$ cat config.mk
export PLATFORM = sky130hd
export DESIGN_NAME = adc_conversion_control
export DESIGN_NICKNAME = d
export VERILOG_FILES = /design/src/verilog/adc_ctrl_pkg.sv /design/src/verilog/adc_conversion_control.sv
export SDC_FILE = /design/constraint.sdc
export NUM_CORES = 1
export LEC_CHECK = 0
export ABC_CLOCK_PERIOD_IN_PS = 1300
export BUFFER_PORTS_ARGS = -buffer_cell sky130_fd_sc_hd__buf_2
export CORE_UTILIZATION = 35
export CTS_CLUSTER_DIAMETER = 120
export DETAILED_ROUTE_END_ITERATION = 8
export PLACE_DENSITY = 0.64
export SYNTH_ARGS = -nofsm -noshare
export SYNTH_HDL_FRONTEND = slang
export SYNTH_SLANG_ARGS = --single-unit
export TNS_END_PERCENT = 20
$ cat constraint.sdc
create_clock -name i_sys_clk -period 1.3 [get_ports i_sys_clk]
set_input_delay 0.26 -clock i_sys_clk [delete_from_list [all_inputs] [get_ports i_sys_clk]]
set_output_delay 0.26 -clock i_sys_clk [all_outputs]
set_load 0.02 [all_outputs]
$ cat src/verilog/adc_ctrl_pkg.sv
package adc_ctrl_pkg;

  // trigger select codes
  typedef enum logic [1:0] {
    TRIG_SOFTWARE = 2'h0,
    TRIG_TIMER3   = 2'h1,
    TRIG_PIN_EDGE = 2'h2,
    TRIG_TIMER2   = 2'h3
  } trig_sel_t;

  // control bit positions
  localparam int unsigned BUSY_BIT   = 4;
  localparam int unsigned TRIG_LO    = 2;
  localparam int unsigned WIN_BIT    = 1;
  localparam int unsigned JUST_BIT   = 0;

  localparam int unsigned RES_W      = 10;
  localparam int unsigned LJ_PAD_W   = 6;

  // reset values
  localparam logic        BUSY_RST   = 1'b0;
  localparam logic        WIN_RST    = 1'b0;
  localparam logic [15:0] RESULT_RST = 16'h0000;

  // result byte pair as seen by software
  typedef struct packed {
    logic [7:0] result_high_byte;
    logic [7:0] result_low_byte;
  } result_pair_t;

  // converter handshake toward the analog core
  typedef struct packed {
    logic              start;
    logic [RES_W-1:0]  unused_pad;
  } conv_req_t;

endpackage

$ cat src/verilog/adc_conversion_control.sv
`timescale 1ns/1ps
// Functional notes
// - busy flag reads one throughout a conversion
// - busy reads zero after finish and after reset
// - busy falling edge raises completion interrupt when enabled
// - software write of one starts conversion only in code 00
// - trigger select occupies bits 3-2; 00 is software start
// - code 01 starts conversion on each Timer 3 overflow
// - code 10 starts on each rising edge of external pin
// - code 11 starts conversion on each Timer 2 overflow
// - window match flag sets on match, holds until cleared
// - justify bit zero places result right justified
module adc_conversion_control (
  // clock and reset
  input  wire logic                        i_sys_clk,
  input  wire logic                        i_arst_n,
  // software control
  input  wire logic                        i_busy_wr,
  input  wire logic                        i_busy_wdata,
  input  wire adc_ctrl_pkg::trig_sel_t     i_start_trigger_select,
  input  wire logic                        i_justify_select_bit,
  input  wire logic                        i_win_clr,
  input  wire logic                        i_eoc_int_en,
  // trigger sources
  input  wire logic                        i_timer3_ovf,
  input  wire logic                        i_timer2_ovf,
  input  wire logic                        i_external_convert_pin,
  // analog converter
  input  wire logic                        i_conv_done,
  input  wire logic [9:0]                  i_conv_result,
  input  wire logic                        i_window_match,
  output logic                             o_conv_start,
  // status and result
  output logic                             o_conversion_busy_flag,
  output logic                             o_window_match_flag,
  output logic                             o_eoc_irq,
  output adc_ctrl_pkg::result_pair_t       o_result
);
  import adc_ctrl_pkg::*;

  // pick the active start source; every source funnels through one
  // decode so a new code cannot be wired in one place and missed elsewhere
  function automatic logic trig_fire(
    input trig_sel_t sel,
    input logic      sw_req,
    input logic      t3_req,
    input logic      pin_req,
    input logic      t2_req
  );
    logic fire;
    fire = 1'b0;
    unique case (sel)
      TRIG_SOFTWARE: fire = sw_req;
      TRIG_TIMER3:   fire = t3_req;
      TRIG_PIN_EDGE: fire = pin_req;
      TRIG_TIMER2:   fire = t2_req;
    endcase
    return fire;
  endfunction

  // place the ten-bit word in the byte pair; the spare bits are zero so
  // software may read either byte alone without masking
  // left justified pads the low six bits, right justified the high six
  function automatic result_pair_t place_result(
    input logic             left,
    input logic [RES_W-1:0] raw
  );
    result_pair_t pair;
    if (left) begin
      pair = {raw, {LJ_PAD_W{1'b0}}};
    end else begin
      pair = {{LJ_PAD_W{1'b0}}, raw};
    end
    return pair;
  endfunction

  // pin synchroniser and edge detector
  logic                pin_s1_q;
  logic                pin_s2_q;
  logic                pin_prev_q;
  logic                pin_rise;

  // start path
  logic                sw_req;
  logic                trig_hit;
  logic                start_go;

  // conversion state
  logic                busy_q;
  logic                busy_d;
  logic                done_seen;
  logic                busy_fall;

  // window match flag
  logic                win_q;
  logic                win_d;

  // completion interrupt
  logic                irq_q;
  logic                irq_d;

  // captured word and its formatted view
  logic [RES_W-1:0]    raw_q;
  logic [RES_W-1:0]    raw_d;
  result_pair_t        res_q;
  result_pair_t        res_d;

  // two flops before any logic reads the pin; the edge detector resets to
  // the pin's idle low level so no false edge follows reset
  // trade-off: pin pulses shorter than a clock period may be missed
  always_ff @(posedge i_sys_clk or negedge i_arst_n) begin
    if (!i_arst_n) begin
      pin_s1_q   <= 1'b0;
      pin_s2_q   <= 1'b0;
      pin_prev_q <= 1'b0;
    end else begin
      pin_s1_q   <= i_external_convert_pin;
      pin_s2_q   <= pin_s1_q;
      pin_prev_q <= pin_s2_q;
    end
  end

  // a rising edge costs two cycles of latency through the synchroniser
  assign pin_rise = pin_s2_q & ~pin_prev_q;

  // a write of zero never reaches the decode, so it has no effect
  assign sw_req   = i_busy_wr & i_busy_wdata;

  // trigger selection; a start while busy is ignored so a run is never cut
  assign trig_hit = trig_fire(i_start_trigger_select, sw_req,
                              i_timer3_ovf, pin_rise, i_timer2_ovf);
  assign start_go = trig_hit & ~busy_q;

  // limitation: a trigger that lands while busy is lost, not queued;
  // software needing every trigger must pace them slower than a run
  // the converter sees the start in the same cycle it is accepted
  assign o_conv_start = start_go;

  // done only counts while a run is open; a stray pulse is dropped
  assign done_seen = busy_q & i_conv_done;

  // busy: set on start, held until done, cleared on done
  assign busy_d = start_go ? 1'b1 : (done_seen ? 1'b0 : busy_q);

  // the falling edge of busy is what completes a run
  assign busy_fall = busy_q & ~busy_d;

  // the enable gates the pulse, not the edge, so a late enable never
  // raises an interrupt for a run that ended earlier
  assign irq_d = busy_fall & i_eoc_int_en;

  // a match sets and wins over a same-cycle clear so no event is lost;
  // only the clear input lowers the flag
  assign win_d = i_window_match ? 1'b1 : (i_win_clr ? 1'b0 : win_q);

  // keep the last word until the next run finishes
  assign raw_d = done_seen ? i_conv_result : raw_q;

  // justification is applied on output so toggling it reformats old data
  assign res_d = place_result(i_justify_select_bit, raw_q);

  // busy register; zero after reset as no valid word exists yet
  // a start and a done cannot meet here since a start needs busy low
  always_ff @(posedge i_sys_clk or negedge i_arst_n) begin
    if (!i_arst_n) begin
      busy_q <= BUSY_RST;
    end else begin
      busy_q <= busy_d;
    end
  end

  // window match flag register
  // software owns the clear; hardware never lowers the flag by itself
  // a clear pulse while no match is pending is harmless
  always_ff @(posedge i_sys_clk or negedge i_arst_n) begin
    if (!i_arst_n) begin
      win_q <= WIN_RST;
    end else begin
      win_q <= win_d;
    end
  end

  // completion pulse lasts one cycle because busy falls once per run
  always_ff @(posedge i_sys_clk or negedge i_arst_n) begin
    if (!i_arst_n) begin
      irq_q <= 1'b0;
    end else begin
      irq_q <= irq_d;
    end
  end

  // result word register; the word is taken only on an accepted done so
  // the pair never shows a half-finished conversion
  always_ff @(posedge i_sys_clk or negedge i_arst_n) begin
    if (!i_arst_n) begin
      raw_q <= RESULT_RST[RES_W-1:0];
    end else begin
      raw_q <= raw_d;
    end
  end

  // formatted result register, so the bytes never glitch on a mode change
  always_ff @(posedge i_sys_clk or negedge i_arst_n) begin
    if (!i_arst_n) begin
      res_q <= RESULT_RST;
    end else begin
      res_q <= res_d;
    end
  end

  // status outputs come straight from their flip-flops
  assign o_conversion_busy_flag = busy_q;
  assign o_window_match_flag    = win_q;
  assign o_eoc_irq              = irq_q;
  assign o_result               = res_q;

endmodule

After elaboration in Yosys (flattened, before gate mapping)
Index checks and enable logic that the tools add are counted.
{"block": "totals", "regBits": 32, "output_inout_bits": 20, "input_bits": 24}
{"block": "classes", "eq_ne": 3, "reduce_logical": 2, "muxes": 6, "bitwise": 9}
{"op": "$mux 16", "count": 1}
{"op": "$and 1x1->1", "count": 6}
{"op": "$eq 2x2->1 const B", "count": 2}
{"op": "$mux 1", "count": 4}
{"op": "$pmux 1 s4", "count": 1}
{"op": "$not 1->1", "count": 3}
{"op": "$eq 2x1->1 const B", "count": 1}
{"op": "$logic_not 2->1", "count": 1}
{"op": "$reduce_bool 2->1", "count": 1}

Logic depth before layout (Yosys ltp)
Gate-level depths: netlist of the first run.
{"block": "depth", "word_depth": 8, "ltp_mapped": 3}

Worst setup path after synthesis of the first run
OpenSTA, ideal clock, no wires.
{"block": "synth_timing", "path_type": "input to output", "from": "input i_start_trigger_select[1]", "to": "output o_conv_start", "slack_ns": 0.016, "cell_stages": 3, "arrival_ns": 1.024, "path_cell_list": "and3b_1 -> a311oi_2 -> nor3_1"}
{"block": "synth_between", "elab_chain_len": 3, "word_cells_on_any_way": 6, "classes_between": "3 x eq/ne; 1 x mux; 1 x bitwise; 1 x reduce/logical"}
{"element": "from (decl)", "line_no": "adc_conversion_control.sv:20", "rtl": "input wire adc_ctrl_pkg::trig_sel_t i_start_trigger_select,"}
{"element": "$eq 2x2->1, or another cell as far along", "line_no": "adc_conversion_control.sv:52", "rtl": "unique case (sel)"}
{"element": "$pmux 1 s4 *", "line_no": "adc_conversion_control.sv:52"}
{"element": "$and 1x1->1 *", "line_no": "adc_conversion_control.sv:132", "rtl": "assign start_go = trig_hit & ~busy_q;"}
{"element": "to (decl)", "line_no": "adc_conversion_control.sv:32", "rtl": "output logic o_conv_start,"}
Every way passes the cells marked *; elsewhere a longest branch is shown, timed or not.

Final worst setup path of the first run
{"block": "layout_timing", "from": "register pin_prev_q", "to": "output o_conv_start"}
{"block": "layout_between", "elab_chain_len": 4}
{"element": "from (decl)", "line_no": "adc_conversion_control.sv:80", "rtl": "logic pin_prev_q;"}
{"element": "from (signal assigned)", "line_no": "adc_conversion_control.sv:119", "rtl": "pin_prev_q <= pin_s2_q;"}
{"element": "$not 1->1", "line_no": "adc_conversion_control.sv:124", "rtl": "assign pin_rise = pin_s2_q & ~pin_prev_q;"}
{"element": "$and 1x1->1", "line_no": "adc_conversion_control.sv:124"}
{"element": "$pmux 1 s4", "line_no": "adc_conversion_control.sv:52"}
{"element": "$and 1x1->1", "line_no": "adc_conversion_control.sv:132"}
Every way passes these cells.

==> flow_metrics.env, run 1 <==
export IMPL_finalMaxSlewViolations=0
export IMPL_drtIter0Drc=8
export IMPL_worst_clock_skew_ns=0.00979
export IMPL_vias_per_cell=4.22
export IMPL_p_seq_frac=0.526
export IMPL_hold_path_class="in2reg"
export IMPL_final_cell_count_no_fill=169
export IMPL_rr_worst_depth=2
export IMPL_fin_crit_sh=1.11
export IMPL_dieArea_mm2=0.00346
export IMPL_ys_types=16
export IMPL_grt_ovfl_total=0
export IMPL_cp_max_fo=2
export IMPL_drt_pass1_iter_count=4
export IMPL_placed_cells=159
export IMPL_async_flop_share=1.00
export IMPL_placementRows=20
export IMPL_numClockSinks=32
export IMPL_synth_seq_cells=32
export IMPL_violations="setup timing"
export IMPL_clk_pin_slew_worst_paths_ns=0.09
export IMPL_fin_ws_ns=-0.149
export IMPL_min_delay_start="i_external_convert_pin"
export IMPL_wire_per_inst_um=11.0
export IMPL_relSlewSlack=0.743
export IMPL_syn_avg_cell_area_um2=15.7
export IMPL_syn_nets=96
export IMPL_syn_to_final_growth_pct=32.4
export IMPL_buffer_ports_inserted=43
export IMPL_startpoint_type="register"
export IMPL_final_cell_mix="buf_2, dfrtp_1, mux2_2"
export IMPL_pwr_share_comb=0.250
export IMPL_pre_cts_slack_ns=-0.0388
export IMPL_fmax_mhz=690
export IMPL_worstPathArrival_ns=1.19
export IMPL_fin_nets=148
export IMPL_grt_pass1_vias=738
export IMPL_setup_viol=1
export IMPL_cts_made_buffers=5
export IMPL_final_area_mm2=0.00149
export IMPL_vdd_drop_max_v=0.000506
export IMPL_hpwl_um=1370
export IMPL_p_leak_nw=0.762
export IMPL_worstPathRequired_ns=1.04
export IMPL_postLayoutCoreUtil=0.489
export IMPL_start_util=0.370
export IMPL_min_path_cells=1
export IMPL_die_y_um=58.8
export IMPL_power_clock_fraction=0.223
export IMPL_grt_antenna_before_repair=0
export IMPL_drtAntennaViolNets=0
export IMPL_finalWirelength_um=1860
export IMPL_drc=0
export IMPL_track_usage=0.126
export IMPL_drive_gt1_frac=0.544
export IMPL_ios=44
export IMPL_r2r_end="raw_q[8]"
export IMPL_ys_warn_count=0
export IMPL_rsz0062_at_grt="true"
export IMPL_cts_tree="yes"
export IMPL_worstSkewPairLatency_ns=0.31
export IMPL_vias=714
export IMPL_internal_power_mw=1.80
export IMPL_syn_area_mm2=0.00113
export IMPL_grt_pass1_wl_um=3070
export IMPL_nFillCells=286
export IMPL_p_sw_frac=0.289
export IMPL_pwr_density_cell_mw_per_mm2=1690
export IMPL_syn_inst=72
export IMPL_post_dp_cell_area_mm2=0.00142
export IMPL_yosysSeqAreaShare=0.710
export IMPL_place_congestion=0.676
export IMPL_grt_max_degree=18
export IMPL_r2r_slack_ns=0.14
export IMPL_worstHoldEndpoint="pin_s1_q"
export IMPL_path_class="reg2out"
export IMPL_n_antenna_cell=0
export IMPL_fin_crit_ns=1.45
export IMPL_worstMarginPinSlew_ns=0.386
export IMPL_cp_end_kind="output pin"
export IMPL_hold_violations=0
export IMPL_synth_edff_count=0
export IMPL_layout_commonest_cell="buf_2"
export IMPL_cap_violations=0
export IMPL_die_x_um=58.8
export IMPL_clock_root_buffer="clkbuf_4"
export IMPL_cts_path_max_buffers=2
export IMPL_htreeDepth=2
export IMPL_p_sw_mw=0.730
export IMPL_reg2reg_from="o_conversion_busy_flag"
export IMPL_outcome="finished, violations left"
export IMPL_core_area_mm2=0.00305
export IMPL_synth_ff_type="dfrtp_1"
[stage by stage]
step | TNS, ns | total power, mW | hold WS, ns
after CTS | -0.172 | 2.56 | 0.0369
after global placement | 0 | 1.96 | 0.192
after global routing | -0.238 | 2.69 | 0.0188
after detailed placement | -0.0388 | 1.99 | 0.205
after floorplan | 0 | 1.74 | -0.0356
final | -0.149 | 2.53 | 0.0527
[worst max-delay path by stage]
stage,from,endpoint,slack (ns),depth (start not counted)
2_1_floorplan,i_start_trigger_select[1],o_conv_start,0.02,3
3_3_place_gp,i_start_trigger_select[1],o_conv_start,0.0002,5
3_5_place_dp,i_start_trigger_select[1],o_conv_start,-0.04,5
4_1_cts,pin_prev_q,o_conv_start,-0.17,4
5_1_grt,pin_prev_q,o_conv_start,-0.24,4
6_report,pin_prev_q,o_conv_start,-0.15,4
[logic make-up (layout without fill, tap and decap cells)]
kind of cell,Yosys count,in the layout,synth area share
AOI/OAI and AO/OA,3,3,0.0266
buffers and inverters,4,57,0.0144
DFF,32,32,0.710
muxes,15,15,0.149
and+or+nand+nor,18,18,0.101
[synth_stat cells, drive strengths merged, types with 2 or more instances]
cell | n | area [µm²]
dfrtp | 32 | 801
mux2 | 14 | 158
and2 | 7 | 43.8
nor2b | 6 | 37.5
clkbuf | 2 | 8.75
inv | 2 | 7.51
[power groups by stage]
stage | Sequential [mW] | Clock [mW] | Combinational, mW
floorplan | 1.50 | 0 | 0.241
global placement | 1.34 | 0 | 0.626
detailed placement | 1.35 | 0 | 0.638
CTS | 1.33 | 0.583 | 0.645
global route | 1.36 | 0.646 | 0.684
finish | 1.33 | 0.564 | 0.633
[per-layer routing]
layer	track usage	up-vias	share of wire
met2	0.201	27	0.51
met3	0.0396	2	0.058
met5	0	-	0
li1	-	348	-
met1	0.142	337	0.42
met4	0.0918	0	0.017
[sequential cells by signal, summed over array words and instances (netlist names)]
name,count
raw_q,10
o_result,16
o_window_match_flag,1
pin_s2_q,1
o_conversion_busy_flag,1
pin_s1_q,1
pin_prev_q,1
o_eoc_irq,1
[timing repair]
action / in CTS / in global routing
gates resized for setup: 0 / 0
hold endpoints to repair: 15 / 0
hold buffers: 1 / 0
pin swaps: 2 / 0
endpoints found under the setup margin: 1 / 1
buffers inserted: 1 / 0
[critical path, stage by stage (launching register included)]
cell and delay [ns]:
dfrtp_1 0.34, inv_1 0.05, a311oi_2 0.27, nor3_1 0.07, buf_2 0.16
[area by class of cell]
type                    instances  area, µm²  share of cell area
flip-flops and latches         32        801               0.536
multi-input cells              36        312               0.209
repair buffers                 47        260               0.174
clock buffers                   8       58.8              0.0394
well taps                      44       55.1              0.0369
inverters                       2       7.51             0.00503
Power figures use the tool's default switching activity.
==> inputs of run 2 (changes only) <==
- RECOVER_POWER: not set -> 25
==> run 2 against run 1 <==
Compared with the run above: the flow still finishes with violations (setup timing); sequential power hardly changed; routed wire length is 0.38% lower; core utilization stayed put; design area stayed put; final cell count stayed put; global-route usage stayed put; register-to-register slack hardly changed; worst setup slack worse by 0.0022 ns; power hardly changed; count of clock-buffer cells in the layout stayed put; largest power group unchanged.
==> flow_metrics.env, run 2 (synthesized netlist as in run 1, its figures left out) <==
export IMPL_outcome="finished, violations left"
export IMPL_violations="setup timing"
export IMPL_cts_resized_gates=0
export IMPL_worstSkewPairLatency_ns=0.31
export IMPL_multi_input_area_um2=312
export IMPL_drt_pass1_iter_count=4
export IMPL_post_dp_cell_area_mm2=0.00142
export IMPL_core_area_mm2=0.00305
export IMPL_final_area_mm2=0.00149
export IMPL_p_leak_nw=0.759
export IMPL_drtIter0Drc=8
export IMPL_layout_commonest_cell="buf_2"
export IMPL_fin_crit_sh=1.12
export IMPL_m1WireLength_um=776
export IMPL_finalMaxSlewViolations=0
export IMPL_p_sw_frac=0.289
export IMPL_highest_layer="met4"
export IMPL_buffer_ports_inserted=43
export IMPL_grt_pass1_vias=738
export IMPL_hold_violations=0
export IMPL_grt_max_degree=18
export IMPL_drc=0
export IMPL_cts_path_max_buffers=2
export IMPL_pwr_density_cell_mw_per_mm2=1690
export IMPL_grt_antenna_before_repair=0
export IMPL_p_seq_frac=0.526
export IMPL_place_congestion=0.676
export IMPL_cts_made_buffers=5
export IMPL_min_path_cells=1
export IMPL_rr_worst_depth=2
export IMPL_htreeDepth=2
export IMPL_drive_gt1_frac=0.544
export IMPL_fmax_mhz=689
export IMPL_hold_path_class="in2reg"
export IMPL_grt_ovfl_total=0
export IMPL_n_antenna_cell=0
export IMPL_worstPathRequired_ns=1.04
export IMPL_clk_pin_slew_worst_paths_ns=0.09
export IMPL_start_util=0.370
export IMPL_numClockSinks=32
export IMPL_vdd_drop_max_v=0.000510
export IMPL_cap_violations=0
export IMPL_ios=44
export IMPL_setup_tns_ns=-0.151
export IMPL_internal_power_mw=1.80
export IMPL_worst_clock_skew_ns=0.00930
export IMPL_worstMarginPinSlew_ns=0.427
export IMPL_final_cell_mix="buf_2, dfrtp_1, mux2_2"
export IMPL_wl_met3_um=108
export IMPL_dieArea_mm2=0.00346
export IMPL_hpwl_um=1370
export IMPL_final_cell_count_no_fill=169
export IMPL_largest_register_ffs=16
export IMPL_cp_end_kind="output pin"
export IMPL_power_clock_fraction=0.224
export IMPL_wire_per_inst_um=10.9
export IMPL_syn_to_final_growth_pct=32.4
export IMPL_p_sw_mw=0.731
export IMPL_placed_cells=159
export IMPL_clock_root_buffer="clkbuf_4"
export IMPL_cts_tree="yes"
export IMPL_fin_nets=148
export IMPL_pwr_share_comb=0.250
export IMPL_setup_viol=1
export IMPL_vias=717
export IMPL_die_y_um=58.8
export IMPL_nFillCells=286
export IMPL_die_x_um=58.8
export IMPL_worstPathArrival_ns=1.19
export IMPL_drtAntennaViolNets=0
export IMPL_register_area_um2=801
export IMPL_track_usage=0.126
export IMPL_vias_per_cell=4.24
export IMPL_finalWirelength_um=1850
export IMPL_relSlewSlack=0.715
export IMPL_path_class="reg2out"
export IMPL_startpoint_type="register"
export IMPL_fin_crit_ns=1.45
export IMPL_grt_pass1_wl_um=3070
export IMPL_rsz0062_at_grt="true"
export IMPL_placementRows=20
export IMPL_dr_wl_met2_um=933
export IMPL_cp_max_fo=2
export IMPL_fin_ws_ns=-0.151
## run 2: cell types whose count changed in the layout (fill, tap and decap cells not counted), sizes merged
cell    previous run  this run
buf               46        45
clkbuf             8         9
## run 2: path summary, 6_finish.rpt
check | from | slack (ns) | end
worst max-delay path | pin_prev_q | -0.15 | o_conv_start
worst min register to register | pin_s1_q | 0.35 | pin_s2_q
min in group asynchronous | i_arst_n | 0.41 | o_result[4]
max in group asynchronous | i_arst_n | 0.45 | o_window_match_flag
worst max register to register | o_conversion_busy_flag | 0.14 | raw_q[8]
worst min-delay path | i_external_convert_pin | 0.05 | pin_s1_q
## run 2: through the flow
stage	util	setup slack, ns	hold WS (ns)	power [mW]
after floorplan	-	0.0164	-0.0356	1.74
after global placement	0.464	0.000153	0.192	1.96
after CTS	0.489	-0.172	0.0369	2.56
final	0.489	-0.151	0.0511	2.53
after detailed placement	0.464	-0.0388	0.205	1.99
after global routing	0.489	-0.238	0.0188	2.69
## run 2: what timing repair did
| item | 4_1_cts | 5_1_grt |
|---|---|---|
| endpoints found under the setup margin | 1 | 1 |
| setup buffers | 1 | 0 |
| hold endpoints to repair | 15 | 0 |
| pin swaps | 2 | 0 |
| hold buffers | 1 | 0 |
## run 2: power groups by stage
stage                     Combinational, mW  Sequential (mW)  Clock [mW]
after global placement                0.626             1.34           0
final                                 0.631             1.33       0.566
after floorplan                       0.241             1.50           0
after global routing                  0.682             1.36       0.646
after CTS                             0.645             1.33       0.583
after detailed placement              0.638             1.35           0
## run 2: critical path, stage by stage, from the launching register on
cell      delay [ns]
dfrtp_1         0.34
inv_1           0.05
a311oi_2        0.27
nor3_1          0.07
buf_2           0.16
## run 2: cell type report
class,count,area share
Multi-Input combinational cell,36,0.209
Inverter,2,0.00503
Clock buffer,8,0.0394
Timing Repair Buffer,47,0.174
Tap cell,44,0.0369
Sequential cell,32,0.536
## run 2: metal layers
metal  track usage  vias to the layer above
met2         0.201                       27
met4        0.0918                        0
met3        0.0396                        2
met5             0                        -
li1              -                      348
met1         0.142                      340
